$ cat src/core/main_system_clock_params.svh
// Offsets, field positions, reset values and counts of the clock block
`ifndef MAIN_SYSTEM_CLOCK_PARAMS_SVH
`define MAIN_SYSTEM_CLOCK_PARAMS_SVH
// Register word indexes (byte address = index * 4)
`define REG_CLK_CTRL   4'h0
`define REG_CLK_STAT   4'h1
`define REG_LF_CAL     4'h2
`define REG_WDOG_CTRL  4'h3
`define REG_WDOG_STAT  4'h4
`define REG_SLP_CFG    4'h5
`define REG_SLP_CNT    4'h6
`define REG_SLP_CMPA   4'h7
`define REG_SLP_CMPB   4'h8
`define REG_SLP_FLAGS  4'h9
// Clock control field positions
`define CC_XTAL_SEL    0
`define CC_CPU_SEL     1
`define CC_PIN_DIG     2
`define CC_EVT_SLEEP   3
// Sleep config field positions
`define SC_EXP_LSB     0
`define SC_SRC_32K     4
`define SC_PAUSE_HALT  5
`define SC_IEN_LSB     8
`define SC_WEN_LSB     12
// Reset values
`define RST_LF_STEP    16'h199a
`define RST_SLP_EXP    4'h1
// Watchdog figures, in milliseconds of the 1 kHz reference
`define REF_HZ         1000
`define WDOG_TIMEOUT_MS 2048
`define WDOG_WARN_MS   1792
`define WDOG_LAST  11'((`WDOG_TIMEOUT_MS * `REF_HZ / 1000) - 1)
`define WDOG_WARN  11'(`WDOG_WARN_MS * `REF_HZ / 1000)
// AXI responses
`define RESP_OKAY      2'h0
`define RESP_SLVERR    2'h2
`endif

$ cat src/core/main_system_clock_pkg.sv
// Types shared by the clock and system timer block
package main_system_clock_pkg;
  // CPU clock source, one-hot
  typedef enum logic [1:0] {
    CPU_FROM_PCLK   = 2'b01,
    CPU_FROM_MAIN_SYSTEM_CLOCK = 2'b10
  } cpu_src_t;
endpackage

$ cat src/core/main_system_clock_timers.sv
// Clock mode selection, 1 kHz reference, watchdog and sleep timer
// Notes on behaviour
// - 10 kHz RC divided fractionally to 1 kHz
// - Digital pin clock replaces watch crystal
// - Crystal select: 0 RC, 1 crystal
// - Peripheral clock is main clock halved
// - CPU select: 0 peripheral, 1 main clock
// - Flash busy forces 12 MHz CPU clock
// - Watchdog disabled at power-up, counts when enabled
// - Watchdog expires after 2.048 s
// - Early warning NMI at 1.792 s
// - Watchdog holds during debugger halt
// - 32-bit sleep timer, 1 kHz default
// - Prescaler divides by two to the N, N of 0 taken as 1
// - Two compares and wrap raise events
// - Sleep timer runs through halt by default
// - No RC and no crystal: timer stops
// - Event timer clock CPU or sleep
// - Crystal failure reverts to RC, NMI
`timescale 1ns/1ns
`include "main_system_clock_params.svh"
module main_system_clock_timers (
  // Clock and reset
  input  wire logic        i_core_clk,
  input  wire logic        i_rst_n,
  // AXI4-Lite write channels
  input  wire logic        i_awvalid,
  input  wire logic [7:0]  i_awaddr,
  output logic             o_awready,
  input  wire logic        i_wvalid,
  input  wire logic [31:0] i_wdata,
  input  wire logic [3:0]  i_wstrb,
  output logic             o_wready,
  output logic             o_bvalid,
  output logic [1:0]       o_bresp,
  input  wire logic        i_bready,
  // AXI4-Lite read channels
  input  wire logic        i_arvalid,
  input  wire logic [7:0]  i_araddr,
  output logic             o_arready,
  output logic             o_rvalid,
  output logic [31:0]      o_rdata,
  output logic [1:0]       o_rresp,
  input  wire logic        i_rready,
  // Oscillator and pin levels, asynchronous
  input  wire logic        i_low_freq_rc_osc,
  input  wire logic        i_low_freq_crystal_osc,
  input  wire logic        i_lf_clock_input_pin,
  input  wire logic        i_xtal_fail,
  // Same-clock status
  input  wire logic        i_lf_rc_on,
  input  wire logic        i_flash_busy,
  input  wire logic        i_dbg_halt,
  // Clock selection
  output logic             o_crystal_select,
  output logic [1:0]       o_cpu_clk_src,
  // Events to core and reset logic
  output logic             o_nmi,
  output logic             o_wdog_reset_req,
  output logic             o_sleep_irq,
  output logic             o_sleep_wake,
  output logic             o_evt_clk_from_sleep,
  output logic             o_evt_sleep_tick
);

  // Synchroniser index of each asynchronous input
  localparam int SRC = 0;
  localparam int SXT = 1;
  localparam int SPN = 2;
  localparam int SXF = 3;
  logic [2:0]  sy_r [4];      // Three-stage synchronisers
  logic [2:0]  sy_nxt [4];
  logic [3:0]  lvl_r, lvl_nxt; // Filtered levels
  logic [3:0]  rise;           // Filtered rising edges
  logic [3:0]  ctrl_r, ctrl_nxt; // Clock control bits
  logic        xfl_r, xfl_nxt;   // Crystal failure flag
  logic [15:0] step_r, step_nxt; // Fractional step
  logic [15:0] acc_r, acc_nxt;   // Fractional phase
  logic        wden_r, wden_nxt; // Watchdog enable
  logic [10:0] wdc_r, wdc_nxt;   // Watchdog count
  logic        warn_r, warn_nxt; // Early warning flag
  logic        wrq_r, wrq_nxt;   // Reset request pulse
  logic [3:0]  exp_r, exp_nxt;   // Prescaler exponent
  logic        s32_r, s32_nxt;   // Sleep source is 32 kHz
  logic        poh_r, poh_nxt;   // Pause on halt
  logic [2:0]  ien_r, ien_nxt;   // Interrupt enables
  logic [2:0]  wen_r, wen_nxt;   // Wake enables
  logic [14:0] pre_r, pre_nxt;   // Prescaler counter
  logic [31:0] scnt_r, scnt_nxt; // Sleep count
  logic [31:0] cmpa_r, cmpa_nxt;
  logic [31:0] cmpb_r, cmpb_nxt;
  logic [2:0]  sfl_r, sfl_nxt;   // Compare A, B, wrap flags
  logic        etk_r, etk_nxt;   // Event timer tick
  logic [1:0]  cpu_r, cpu_nxt;
  logic        bv_r, bv_nxt;
  logic [1:0]  br_r, br_nxt;
  logic        rv_r, rv_nxt;
  logic [31:0] rd_r, rd_nxt;
  logic [1:0]  rr_r, rr_nxt;
  // Byte-lane merge of write data into an old value
  function automatic logic [31:0] wm(input logic [31:0] o,
      input logic [31:0] d, input logic [3:0] s);
    logic [31:0] r;
    r = o;
    for (int b = 0; b < 4; b++) begin
      if (s[b]) begin
        r[8*b +: 8] = d[8*b +: 8];
      end
    end
    return r;
  endfunction
  // Word index is mapped
  function automatic logic mapped(input logic [5:0] ix);
    return ix <= 6'(`REG_SLP_FLAGS);
  endfunction
  // Read value of one register
  function automatic logic [31:0] rdval(input logic [5:0] ix);
    logic [31:0] v;
    v = 32'h0;
    unique case (ix[3:0])
      `REG_CLK_CTRL:  v = {28'h0, ctrl_r};
      `REG_CLK_STAT:  v = {29'h0, i_flash_busy, xfl_r, ctrl_r[0]};
      `REG_LF_CAL:    v = {16'h0, step_r};
      `REG_WDOG_CTRL: v = {31'h0, wden_r};
      `REG_WDOG_STAT: v = {19'h0, warn_r, 1'b0, wdc_r};
      `REG_SLP_CFG:   v = {17'h0, wen_r, 1'b0, ien_r, 2'h0, poh_r,
                           s32_r, exp_r};
      `REG_SLP_CNT:   v = scnt_r;
      `REG_SLP_CMPA:  v = cmpa_r;
      `REG_SLP_CMPB:  v = cmpb_r;
      `REG_SLP_FLAGS: v = {29'h0, sfl_r};
      default:        v = 32'h0;
    endcase
    return v;
  endfunction

  // Bus handshakes: both write channels are taken together
  logic wr, rd;
  assign wr = i_awvalid & i_wvalid & ~bv_r;
  assign rd = i_arvalid & ~rv_r;
  assign o_awready = wr;
  assign o_wready  = wr;
  assign o_arready = rd;

  // Next state of the whole block
  always_comb begin
    logic [5:0]  wi;
    logic [31:0] wv, wc;
    logic        we, t1k, s32e, stk, run, rdy;
    logic [14:0] msk;
    logic [16:0] sum;
    logic [3:0]  n;
    sum = 17'h0;
    wi = i_awaddr[7:2];
    we = wr & mapped(wi);
    wv = wm(rdval(wi), i_wdata, i_wstrb);
    wc = wm(32'h0, i_wdata, i_wstrb);
    // Synchronisers; a change counts once stages two and three agree
    for (int k = 0; k < 4; k++) begin
      sy_nxt[k] = {sy_r[k][1:0], 1'b0};
      lvl_nxt[k] = (sy_r[k][1] == sy_r[k][2]) ? sy_r[k][2] : lvl_r[k];
      rise[k] = lvl_nxt[k] & ~lvl_r[k];
    end
    sy_nxt[SRC][0] = i_low_freq_rc_osc;
    sy_nxt[SXT][0] = i_low_freq_crystal_osc;
    sy_nxt[SPN][0] = i_lf_clock_input_pin;
    sy_nxt[SXF][0] = i_xtal_fail;
    // Hold by default
    ctrl_nxt = ctrl_r; xfl_nxt = xfl_r; step_nxt = step_r;
    wden_nxt = wden_r; wdc_nxt = wdc_r; warn_nxt = warn_r;
    exp_nxt = exp_r; s32_nxt = s32_r; poh_nxt = poh_r;
    ien_nxt = ien_r; wen_nxt = wen_r; cmpa_nxt = cmpa_r;
    cmpb_nxt = cmpb_r; sfl_nxt = sfl_r; wrq_nxt = 1'b0;
    // Register writes
    if (we) begin
      unique case (wi[3:0])
        `REG_CLK_CTRL:  ctrl_nxt = wv[3:0];
        `REG_CLK_STAT:  xfl_nxt = xfl_r & ~wc[1];
        `REG_LF_CAL:    step_nxt = wv[15:0];
        `REG_WDOG_CTRL: wden_nxt = wv[0];
        `REG_WDOG_STAT: warn_nxt = warn_r & ~wc[12];
        `REG_SLP_CFG: begin
          exp_nxt = wv[`SC_EXP_LSB +: 4];
          s32_nxt = wv[`SC_SRC_32K];
          poh_nxt = wv[`SC_PAUSE_HALT];
          ien_nxt = wv[`SC_IEN_LSB +: 3];
          wen_nxt = wv[`SC_WEN_LSB +: 3];
        end
        `REG_SLP_CMPA:  cmpa_nxt = wv;
        `REG_SLP_CMPB:  cmpb_nxt = wv;
        `REG_SLP_FLAGS: sfl_nxt = sfl_r & ~wc[2:0];
        default: ;
      endcase
    end
    // revert on failure
    // Failure beats a same-cycle software select of the crystal
    if (rise[SXF]) begin
      ctrl_nxt[`CC_XTAL_SEL] = 1'b0;
      xfl_nxt = 1'b1;
    end
    // fractional divider
    // Phase wraps about once per ten RC edges; step is trimmable
    acc_nxt = acc_r;
    t1k = 1'b0;
    if (rise[SRC] & i_lf_rc_on) begin
      sum = {1'b0, acc_r} + {1'b0, step_r};
      acc_nxt = sum[15:0];
      t1k = sum[16];
    end
    if (we && wi[3:0] == `REG_WDOG_CTRL && wv[1]) begin
      // Kick restarts the count
      wdc_nxt = 11'h0;
    end else if (wden_r & t1k & ~i_dbg_halt) begin
      if (wdc_r == `WDOG_LAST) begin
        wdc_nxt = 11'h0;
        wrq_nxt = 1'b1;
      end else begin
        wdc_nxt = wdc_r + 11'h1;
      end
      if (wdc_r + 11'h1 == `WDOG_WARN) begin
        warn_nxt = 1'b1;
      end
    end
    s32e = ctrl_r[`CC_PIN_DIG] ? rise[SPN] : rise[SXT];
    stk = s32_r ? s32e : t1k;
    run = ~(poh_r & i_dbg_halt);
    n = (exp_r == 4'h0) ? 4'h1 : exp_r;
    msk = 15'((32'h1 << n) - 32'h1);
    pre_nxt = pre_r;
    scnt_nxt = scnt_r;
    rdy = 1'b0;
    if (stk & run) begin
      pre_nxt = pre_r + 15'h1;
      rdy = (pre_r & msk) == msk;
    end
    etk_nxt = rdy;
    if (rdy) begin
      scnt_nxt = scnt_r + 32'h1;
      sfl_nxt = sfl_nxt | {scnt_r == 32'hffff_ffff,
                           scnt_nxt == cmpb_r, scnt_nxt == cmpa_r};
    end
    if (i_flash_busy) begin
      cpu_nxt = ctrl_nxt[`CC_XTAL_SEL] ? main_system_clock_pkg::CPU_FROM_PCLK
                                       : main_system_clock_pkg::CPU_FROM_MAIN_SYSTEM_CLOCK;
    end else begin
      cpu_nxt = ctrl_nxt[`CC_CPU_SEL] ? main_system_clock_pkg::CPU_FROM_MAIN_SYSTEM_CLOCK
                                      : main_system_clock_pkg::CPU_FROM_PCLK;
    end
    // Write response
    bv_nxt = bv_r;
    br_nxt = br_r;
    if (wr) begin
      bv_nxt = 1'b1;
      br_nxt = mapped(wi) ? `RESP_OKAY : `RESP_SLVERR;
    end else if (bv_r & i_bready) begin
      bv_nxt = 1'b0;
    end
    // Read data
    rv_nxt = rv_r;
    rd_nxt = rd_r;
    rr_nxt = rr_r;
    if (rd) begin
      rv_nxt = 1'b1;
      rd_nxt = mapped(i_araddr[7:2]) ? rdval(i_araddr[7:2]) : 32'h0;
      rr_nxt = mapped(i_araddr[7:2]) ? `RESP_OKAY : `RESP_SLVERR;
    end else if (rv_r & i_rready) begin
      rv_nxt = 1'b0;
    end
  end

  // Registers; watchdog starts disabled
  // disabled at power-up
  always_ff @(posedge i_core_clk or negedge i_rst_n) begin
    if (!i_rst_n) begin
      for (int k = 0; k < 4; k++) begin
        sy_r[k] <= 3'h0;
      end
      lvl_r <= 4'h0; ctrl_r <= 4'h0; xfl_r <= 1'b0;
      step_r <= `RST_LF_STEP; acc_r <= 16'h0;
      wden_r <= 1'b0; wdc_r <= 11'h0; warn_r <= 1'b0;
      wrq_r <= 1'b0; exp_r <= `RST_SLP_EXP; s32_r <= 1'b0;
      poh_r <= 1'b0; ien_r <= 3'h0; wen_r <= 3'h0;
      pre_r <= 15'h0; scnt_r <= 32'h0; cmpa_r <= 32'h0;
      cmpb_r <= 32'h0; sfl_r <= 3'h0; etk_r <= 1'b0;
      cpu_r <= main_system_clock_pkg::CPU_FROM_PCLK;
      bv_r <= 1'b0; br_r <= 2'h0; rv_r <= 1'b0;
      rd_r <= 32'h0; rr_r <= 2'h0;
    end else begin
      sy_r <= sy_nxt;
      lvl_r <= lvl_nxt; ctrl_r <= ctrl_nxt; xfl_r <= xfl_nxt;
      step_r <= step_nxt; acc_r <= acc_nxt;
      wden_r <= wden_nxt; wdc_r <= wdc_nxt; warn_r <= warn_nxt;
      wrq_r <= wrq_nxt; exp_r <= exp_nxt; s32_r <= s32_nxt;
      poh_r <= poh_nxt; ien_r <= ien_nxt; wen_r <= wen_nxt;
      pre_r <= pre_nxt; scnt_r <= scnt_nxt; cmpa_r <= cmpa_nxt;
      cmpb_r <= cmpb_nxt; sfl_r <= sfl_nxt; etk_r <= etk_nxt;
      cpu_r <= cpu_nxt;
      bv_r <= bv_nxt; br_r <= br_nxt; rv_r <= rv_nxt;
      rd_r <= rd_nxt; rr_r <= rr_nxt;
    end
  end

  // Outputs, all from flops
  // main clock source
  assign o_crystal_select = ctrl_r[`CC_XTAL_SEL];
  assign o_cpu_clk_src = cpu_r;
  assign o_nmi = warn_r | xfl_r;
  assign o_wdog_reset_req = wrq_r;
  assign o_sleep_irq = |(sfl_r & ien_r);
  assign o_sleep_wake = |(sfl_r & wen_r);
  assign o_evt_clk_from_sleep = ctrl_r[`CC_EVT_SLEEP];
  assign o_evt_sleep_tick = etk_r;
  assign o_bvalid = bv_r;
  assign o_bresp = br_r;
  assign o_rvalid = rv_r;
  assign o_rdata = rd_r;
  assign o_rresp = rr_r;

endmodule // main_system_clock_timers

$ cat config.mk
export PLATFORM = sky130hd
export DESIGN_NAME = main_system_clock_timers
export DESIGN_NICKNAME = d
export VERILOG_FILES = /design/src/core/main_system_clock_pkg.sv /design/src/core/main_system_clock_timers.sv
export VERILOG_INCLUDE_DIRS = /design/src /design/src/core
export SDC_FILE = /design/constraint.sdc
export NUM_CORES = 1
export LEC_CHECK = 0
export ABC_AREA = 1
export BUFFER_PORTS_ARGS = -buffer_cell sky130_fd_sc_hd__buf_4
export CORE_ASPECT_RATIO = 0.6
export CORE_MARGIN = 2
export CORE_UTILIZATION = 25
export DETAILED_ROUTE_END_ITERATION = 16
export HOLD_SLACK_MARGIN = 0.15
export RECOVER_POWER = 50
export SLEW_MARGIN = 0
export SYNTH_ARGS = -nofsm -noshare
export SYNTH_HDL_FRONTEND = slang
export SYNTH_SLANG_ARGS = --single-unit
$ cat constraint.sdc
create_clock -name i_core_clk -period 2.38 [get_ports i_core_clk]
set_clock_uncertainty 0.1 [all_clocks]
set_input_delay 0.357 -clock i_core_clk [delete_from_list [all_inputs] [get_ports i_core_clk]]
set_output_delay 0.357 -clock i_core_clk [all_outputs]
set_load 0.02 [all_outputs]
==> metrics.cfg, run 1 <==
[run_status]
status=finished with violations
violations=max-capacitance violations, max-slew violations, negative setup slack

[final_layout]
fin_util_pct=34.6
diodes=0
nets=2442
area_delta_synth_final_pct=37.2
final_layout_size_suffix_gt1_share_pct=22.4

[placed_design]
pre_cts_ws_ns=-0.303
dpl.hpwl_um=42800
routabilityCongestion=0.990
port-buffer-count=109

[sta]
fin_ws_ns=-0.283
fin_tns_setup_ns=-11.27
hold_violations=0
period_minus_slack_ns=2.66
fin_crit_sh_pct=112
drv_slew=52
max_slew_margin_pct=-5.78
fmax_mhz=375
tightest_slew_ns=1.59
rsz0062_at_grt=yes
finalSetupViolations=63

[worst_setup_path]
cpPeakStageDelay_ns=0.41
start_kind=flop
critPathSlowestCell=fa_2
worstSetupPathType=flop to flop
cp-end-kind=flop
crit_fanout=8
cp_cell_sequence=ha_2 -> inv_2 -> fa_2 -> o21ai_4 -> a21oi_4 -> o21ai_4 -> nand2_2 -> nand2_4 -> nand2_4 -> a21oi_4 -> nand2_8 -> buf_12 -> buf_16 -> o21ai_2
worstPathRequired_ns=2.78
critical_path_arrival_ns=3.06

[power_and_ir_drop]
p_leak_nw=8.99
pwr-share-clk_pct=32.0
power_switching_mw=4.57
p_sw_share_pct=34.9
p_comb_share_pct=31.6
cellInternalPower_mw=8.52
power_mw=13.1
seqPwrFrac_pct=36.4
ir_drop_mv=0.529
power_density_nw_per_um2=679

[drt]
wirelength_um=57000
wl_per_cell_um=18.2
drc=0
vias_per_cell=4.91
drt_iter0_drc=1698
vias=15381
antenna_left=0
firstDrtPassIters=7

[floorplan]
start_util_pct=25.2
die_w_um=310
core_um2=55700
die_h_um=188
placementRows=67
die-area_um2=58200
num_io_pins=116

[global_route]
grt_pass1_wl_um=85800
grt_max_degree=62
grt_use_total_pct=19.2
antenna_found_initial=0
grt_overflow_total=0
grt_pass1_vias=14020

[min_path]
hold_path_class=primary input to flop

[logic_synthesis]
synth_ff_type=dfrtp_1
netlist-cell-type-count=51
yosys.area.top_type_share_pct=39.7
synth_edf_count=0
avgSynthCellArea_um2=7.03
ys_async_sr_fraction_pct=100
ys_top_cells_by_area=dfrtp_1 (40%), nand2_1 (17%), o21ai_0 (7.2%)
synth.cell_area_um2=14100
synthCells=2001
ys_warn_count=0
yosys.area.top_type=dfrtp_1
synth_seq_cells=232
ys_seq_area_share_pct=41.4

[cts]
cts_buffers=25
clkTransAtPathRegs_ns=0.07
cts_tree=built
htreeDepth=1
clock_sinks=232
clock_path_buffers=3
cts-root-buf=clkbuf_16
clk-insertion-delay-late_ns=0.56

[run]
cap_violations=1

[area by class of cell]
class                      instances  area [µm²]
fill                            5948       36400
multi-input combinational       1479        7560
sequential                       232        5820
timing repair buffer             384        3240
tap                              759         950
inverter                         233         880
clock buffer                      34         729
clock inverter                    11         121
[per-stage QoR]
stage / std cells / instance area [µm²] / hold slack (ns)
floorplan: 2002 / 14100 / -0.0386
global placement: 3027 / 17300 / 0.224
detailed placement: 3027 / 17300 / 0.225
CTS: 3128 / 18900 / 0.153
global route: 3132 / 19300 / 0.199
finish: 3132 / 19300 / 0.173
[cells in the mapped netlist, drive strengths merged (5+ instances only)]
library cell,number
nor4,7
clkbuf,34
nor3,18
dfrtp,223
nand3,134
xor2,20
xnor2,9
nand2,640
o221ai,14
clkinv,6
o22ai,81
ha,20
dfstp,9
nand4,11
or2,6
a21oi,68
a221oi,5
a211oi,5
nor2,157
o21ai,246
buf,24
inv,227
[cell families after synthesis]
kind of cell    synth area share (%)
simple gates                    28.4
compound gates                  18.0
buf+inv                         8.18
flops                           41.4
xor+xnor                        1.81
fa+ha+maj                       2.21
other cells                   0.0534
[flip-flops by register name, indices dropped and copies added (netlist names), 8 cells and up]
signal,cells
o_rdata,32
sy_nxt,8
scnt_r,32
cmpa_r,32
acc_r,16
cmpb_r,32
wdc_r,11
pre_r,15
step_r,16
[worst max-delay path, delay by kind of cell (launching register included)]
family | cells | cell delay [ns]
simple gates | 4 | 0.38
compound gates | 5 | 0.76
buf+inv | 3 | 0.37
flops | 1 | 0.36
fa+ha+maj | 2 | 0.61
[per-layer routing]
metal  GRT usage [%]  routed length (µm)
met5            2.82                 221
met2            23.1               20100
met3            7.20                7360
met4            3.01                 902
met1            31.1               28400
[power by group through the flow]
stage	Sequential, mW	Clock (mW)	Combinational (mW)
4_1_cts	4.75	4.27	3.73
6_report	4.77	4.19	4.14
2_1_floorplan	4.76	0	2.07
3_3_place_gp	4.81	0	3.50
5_1_grt	4.82	4.44	4.60
3_5_place_dp	4.81	0	3.54
[cells in the final DEF (no fill, tap or decap), types with 9 or more instances in the layout]
cell           count
o221ai_1          14
nand2_4            9
xnor2_1            9
nand4_1           11
o21ai_2           33
buf_4            317
nand2_1          604
o21ai_1           21
nand3_2           11
nand3_1          123
dfrtp_1          222
nor2_4            10
o21ai_0          189
nand2_2           26
buf_6              9
buf_12            12
a21oi_1           61
ha_1              16
nor3_1            16
dlygate4sd3_1     33
inv_1            219
o22ai_1           81
xor2_1            20
clkbuf_16         25
nor2_1           141
dfstp_2            9
[repair_timing]
item / CTS / global route
endpoints found under the hold margin: 256 / 0
endpoints found under the setup margin: 65 / 68
hold buffers: 33 / 0
gates cloned: 6 / 0
setup buffers: 18 / 5
pin swaps: 12 / 29
resized for setup: 42 / 108
[worst paths after layout]
path	from	end	slack, ns	depth (start not counted)
hold / removal	i_awvalid	o_bresp[1]	0.17	5
setup reg to reg	step_r[0]	scnt_r[10]	-0.28	14
hold reg to reg	sy_nxt[10]	sy_nxt[11]	0.25	0
min in group asynchronous	i_rst_n	o_rdata[29]	0.61	2
setup / recovery	step_r[0]	scnt_r[10]	-0.28	14
max in group asynchronous	i_rst_n	o_rdata[15]	0.17	3
Note: power is estimated with default switching activity, not from simulation.
==> run 2, diff against run 1 <==
--- a/config.mk
+++ b/config.mk
@@ -13,7 +13,9 @@
 export CORE_UTILIZATION = 25
 export DETAILED_ROUTE_END_ITERATION = 16
 export HOLD_SLACK_MARGIN = 0.15
+export PLACE_DENSITY = 0.4
 export RECOVER_POWER = 50
+export REMOVE_ABC_BUFFERS = 1
 export SLEW_MARGIN = 0
 export SYNTH_ARGS = -nofsm -noshare
 export SYNTH_HDL_FRONTEND = slang
==> run 2 against run 1 <==
The run ends with negative setup slack left. Cell area grew 4.9%. Non-clock buffer count increased by 56. First-iteration DRC count decreased by 10%. Sequential share of layout area is 1.4 points lower. Via count increased by 2.1%. Routed wire length increased by 16%. Register-to-register slack about the same. Utilization rose by 1.7 points. Die area did not move. Sequential cell count is the same. Highest routed layer is now met4.
==> metrics.cfg, run 2 (synthesis gave the netlist of run 1 again) <==
[floorplan]
placementRows=67  ; unchanged
core_um2=55700  ; unchanged
start_util_pct=25.2  ; unchanged
die_w_um=310  ; unchanged
die_h_um=188  ; unchanged
die-area_um2=58200  ; unchanged
num_io_pins=116  ; unchanged

[final_layout]
area_delta_synth_final_pct=43.9
layout_common_cells=nand2_1 (591), buf_4 (356), inv_1 (219), dfrtp_1 (219), o21ai_0 (178)
layout_commonest_cell=nand2_1
n_fill_cell=5848  ; -1.7%
diodes=0  ; unchanged
final_layout_size_suffix_gt1_share_pct=24.8  ; +2.4 points
nets=2502  ; +2.5%

[worst_setup_path]
critPathSlowestCell=dfrtp_1
critical_path_arrival_ns=3.06  ; about the same
crit_fanout=8  ; unchanged
cp_top_family=simple AND/OR/NAND/NOR gates
crit_top_cell=nor2_2
cpPeakStageDelay_ns=0.39  ; -0.02 ns
path_buf_inv=4  ; +1
worstSetupPathType=flop to flop
cp_cell_sequence=nor2_2 -> inv_2 -> nor2_4 -> inv_2 -> ha_4 -> nor2_2 -> a21oi_2 -> nand3_1 -> nor2_1 -> nand2_1 -> a31oi_1 -> nand3_1 -> nor2_2 -> nand2_4 -> buf_12 -> clkbuf_16 -> o21ai_1
worstPathRequired_ns=2.78  ; about the same
cp-end-kind=flop
start_kind=flop

[sta]
fin_crit_sh_pct=112  ; -0.32 points
hold_violations=0  ; unchanged
max_slew_margin_pct=27.2  ; +33 points
drv_slew=0  ; -100%
fmax_mhz=377  ; +0.28%
finalSetupViolations=63  ; unchanged
tightest_slew_ns=1.09  ; -0.495 ns
fin_ws_ns=-0.276  ; +0.00753 ns
rsz0062_at_grt=yes
fin_tns_setup_ns=-12.93  ; -1.67 ns
period_minus_slack_ns=2.66  ; -0.00753 ns

[drt]
firstDrtPassIters=5  ; -2
vias=15698  ; +2.1%
vias_per_cell=4.91  ; about the same
wl_met2_um=24400  ; +21%
wirelength_um=66100  ; +16%
drc=0  ; unchanged
antenna_left=0  ; unchanged
wl_per_cell_um=20.7  ; +14%
wl_met3_um=5990  ; -19%
drt_iter0_drc=1523  ; -10%
wl_met1_um=35000  ; +23%
top_layer=met4

[power_and_ir_drop]
p_leak_nw=9.48  ; +5.5%
power_density_nw_per_um2=696  ; +2.5%
ir_drop_mv=0.517  ; -2.3%

[global_route]
grt_max_degree=74  ; +19%
grt_use_total_pct=22.5  ; +3.3 points
grt_pass1_vias=14934  ; +6.5%
grt_overflow_total=0  ; unchanged
antenna_found_initial=1  ; +1
grt_pass1_wl_um=97900  ; +14%

[placed_design]
port-buffer-count=109  ; unchanged
routabilityCongestion=0.910  ; -8.1%
pre_cts_ws_ns=-0.379  ; -0.0764 ns
dpl.hpwl_um=48200  ; +13%

[cts]
cts_buffers=28  ; +12%
htreeDepth=1  ; unchanged
cts_tree=built
cts-root-buf=clkbuf_16
clock_path_buffers=3  ; unchanged
clkTransAtPathRegs_ns=0.06  ; about the same
clk-insertion-delay-late_ns=0.58  ; +0.02 ns
clock_sinks=232  ; unchanged

[run_status]
status=finished with violations
violations=negative setup slack

[min_path]
hold_path_class=primary input to flop

[run]
cap_violations=0  ; -1

-- run 2: timing repair --
| action | CTS | global route |
|---|---|---|
| buffers inserted | 12 | 4 |
| gates cloned | 10 | 4 |
| setup endpoints to repair | 66 | 71 |
| pin swaps | 20 | 32 |
| resized for setup | 113 | 84 |
| hold buffers | 43 | 0 |
| hold endpoints to repair | 303 | 0 |
-- run 2: worst paths after layout --
path	start	endpoint	slack (ns)	depth (start not counted)
hold reg to reg	sy_nxt[10]	sy_nxt[11]	0.25	0
min in group asynchronous	i_rst_n	o_rvalid	0.43	2
hold / removal	i_wvalid	o_bresp[1]	0.18	5
max in group asynchronous	i_rst_n	scnt_r[4]	0.26	3
setup reg to reg	exp_r[3]	scnt_r[16]	-0.28	17
setup / recovery	exp_r[3]	scnt_r[16]	-0.28	17
-- run 2: area by class of cell --
type | instances | area, µm² | share of cell area [%]
clock buffer | 37 | 786 | 3.88
sequential | 232 | 5820 | 28.8
clock inverter | 14 | 279 | 1.38
timing repair buffer | 440 | 3840 | 19.0
tap | 759 | 950 | 4.69
multi-input combinational | 1480 | 7690 | 38.0
inverter | 233 | 880 | 4.34
-- run 2: metal layers --
metal	GRT usage, %	vias up
li1	-	7463
met1	38.1	7535
met2	28.9	631
met3	4.18	69
met4	3.14	0
met5	0	-
-- run 2: through the flow --
step / instances / util, % / total power [mW] / hold slack (ns) / instance area [µm²]
floorplan: 1944 / - / 6.81 / -0.0386 / 13800
global route: 3195 / 36.3 / 14.9 / 0.210 / 20200
CTS: 3190 / 35.7 / 14.0 / 0.150 / 19900
finish: 3195 / 36.3 / 14.1 / 0.176 / 20200
detailed placement: 3077 / 31.9 / 8.58 / 0.179 / 17800
global placement: 3077 / 31.9 / 8.56 / 0.178 / 17800
-- run 2: tightest hold or removal path: stages --
cell	delay (ns)
buf_4	0.08
nand3_1	0.11
inv_1	0.11
nor2_1	0.05
nor2_1	0.09
-- run 2: report_power, final --
part	switching (mW)	total, mW	leakage [nW]	internal (mW)
Combinational	2.39	4.16	6.29	1.77
Clock	1.93	5.12	0.520	3.18
Sequential	0.395	4.80	2.68	4.41
Total	4.71	14.1	9.48	9.37
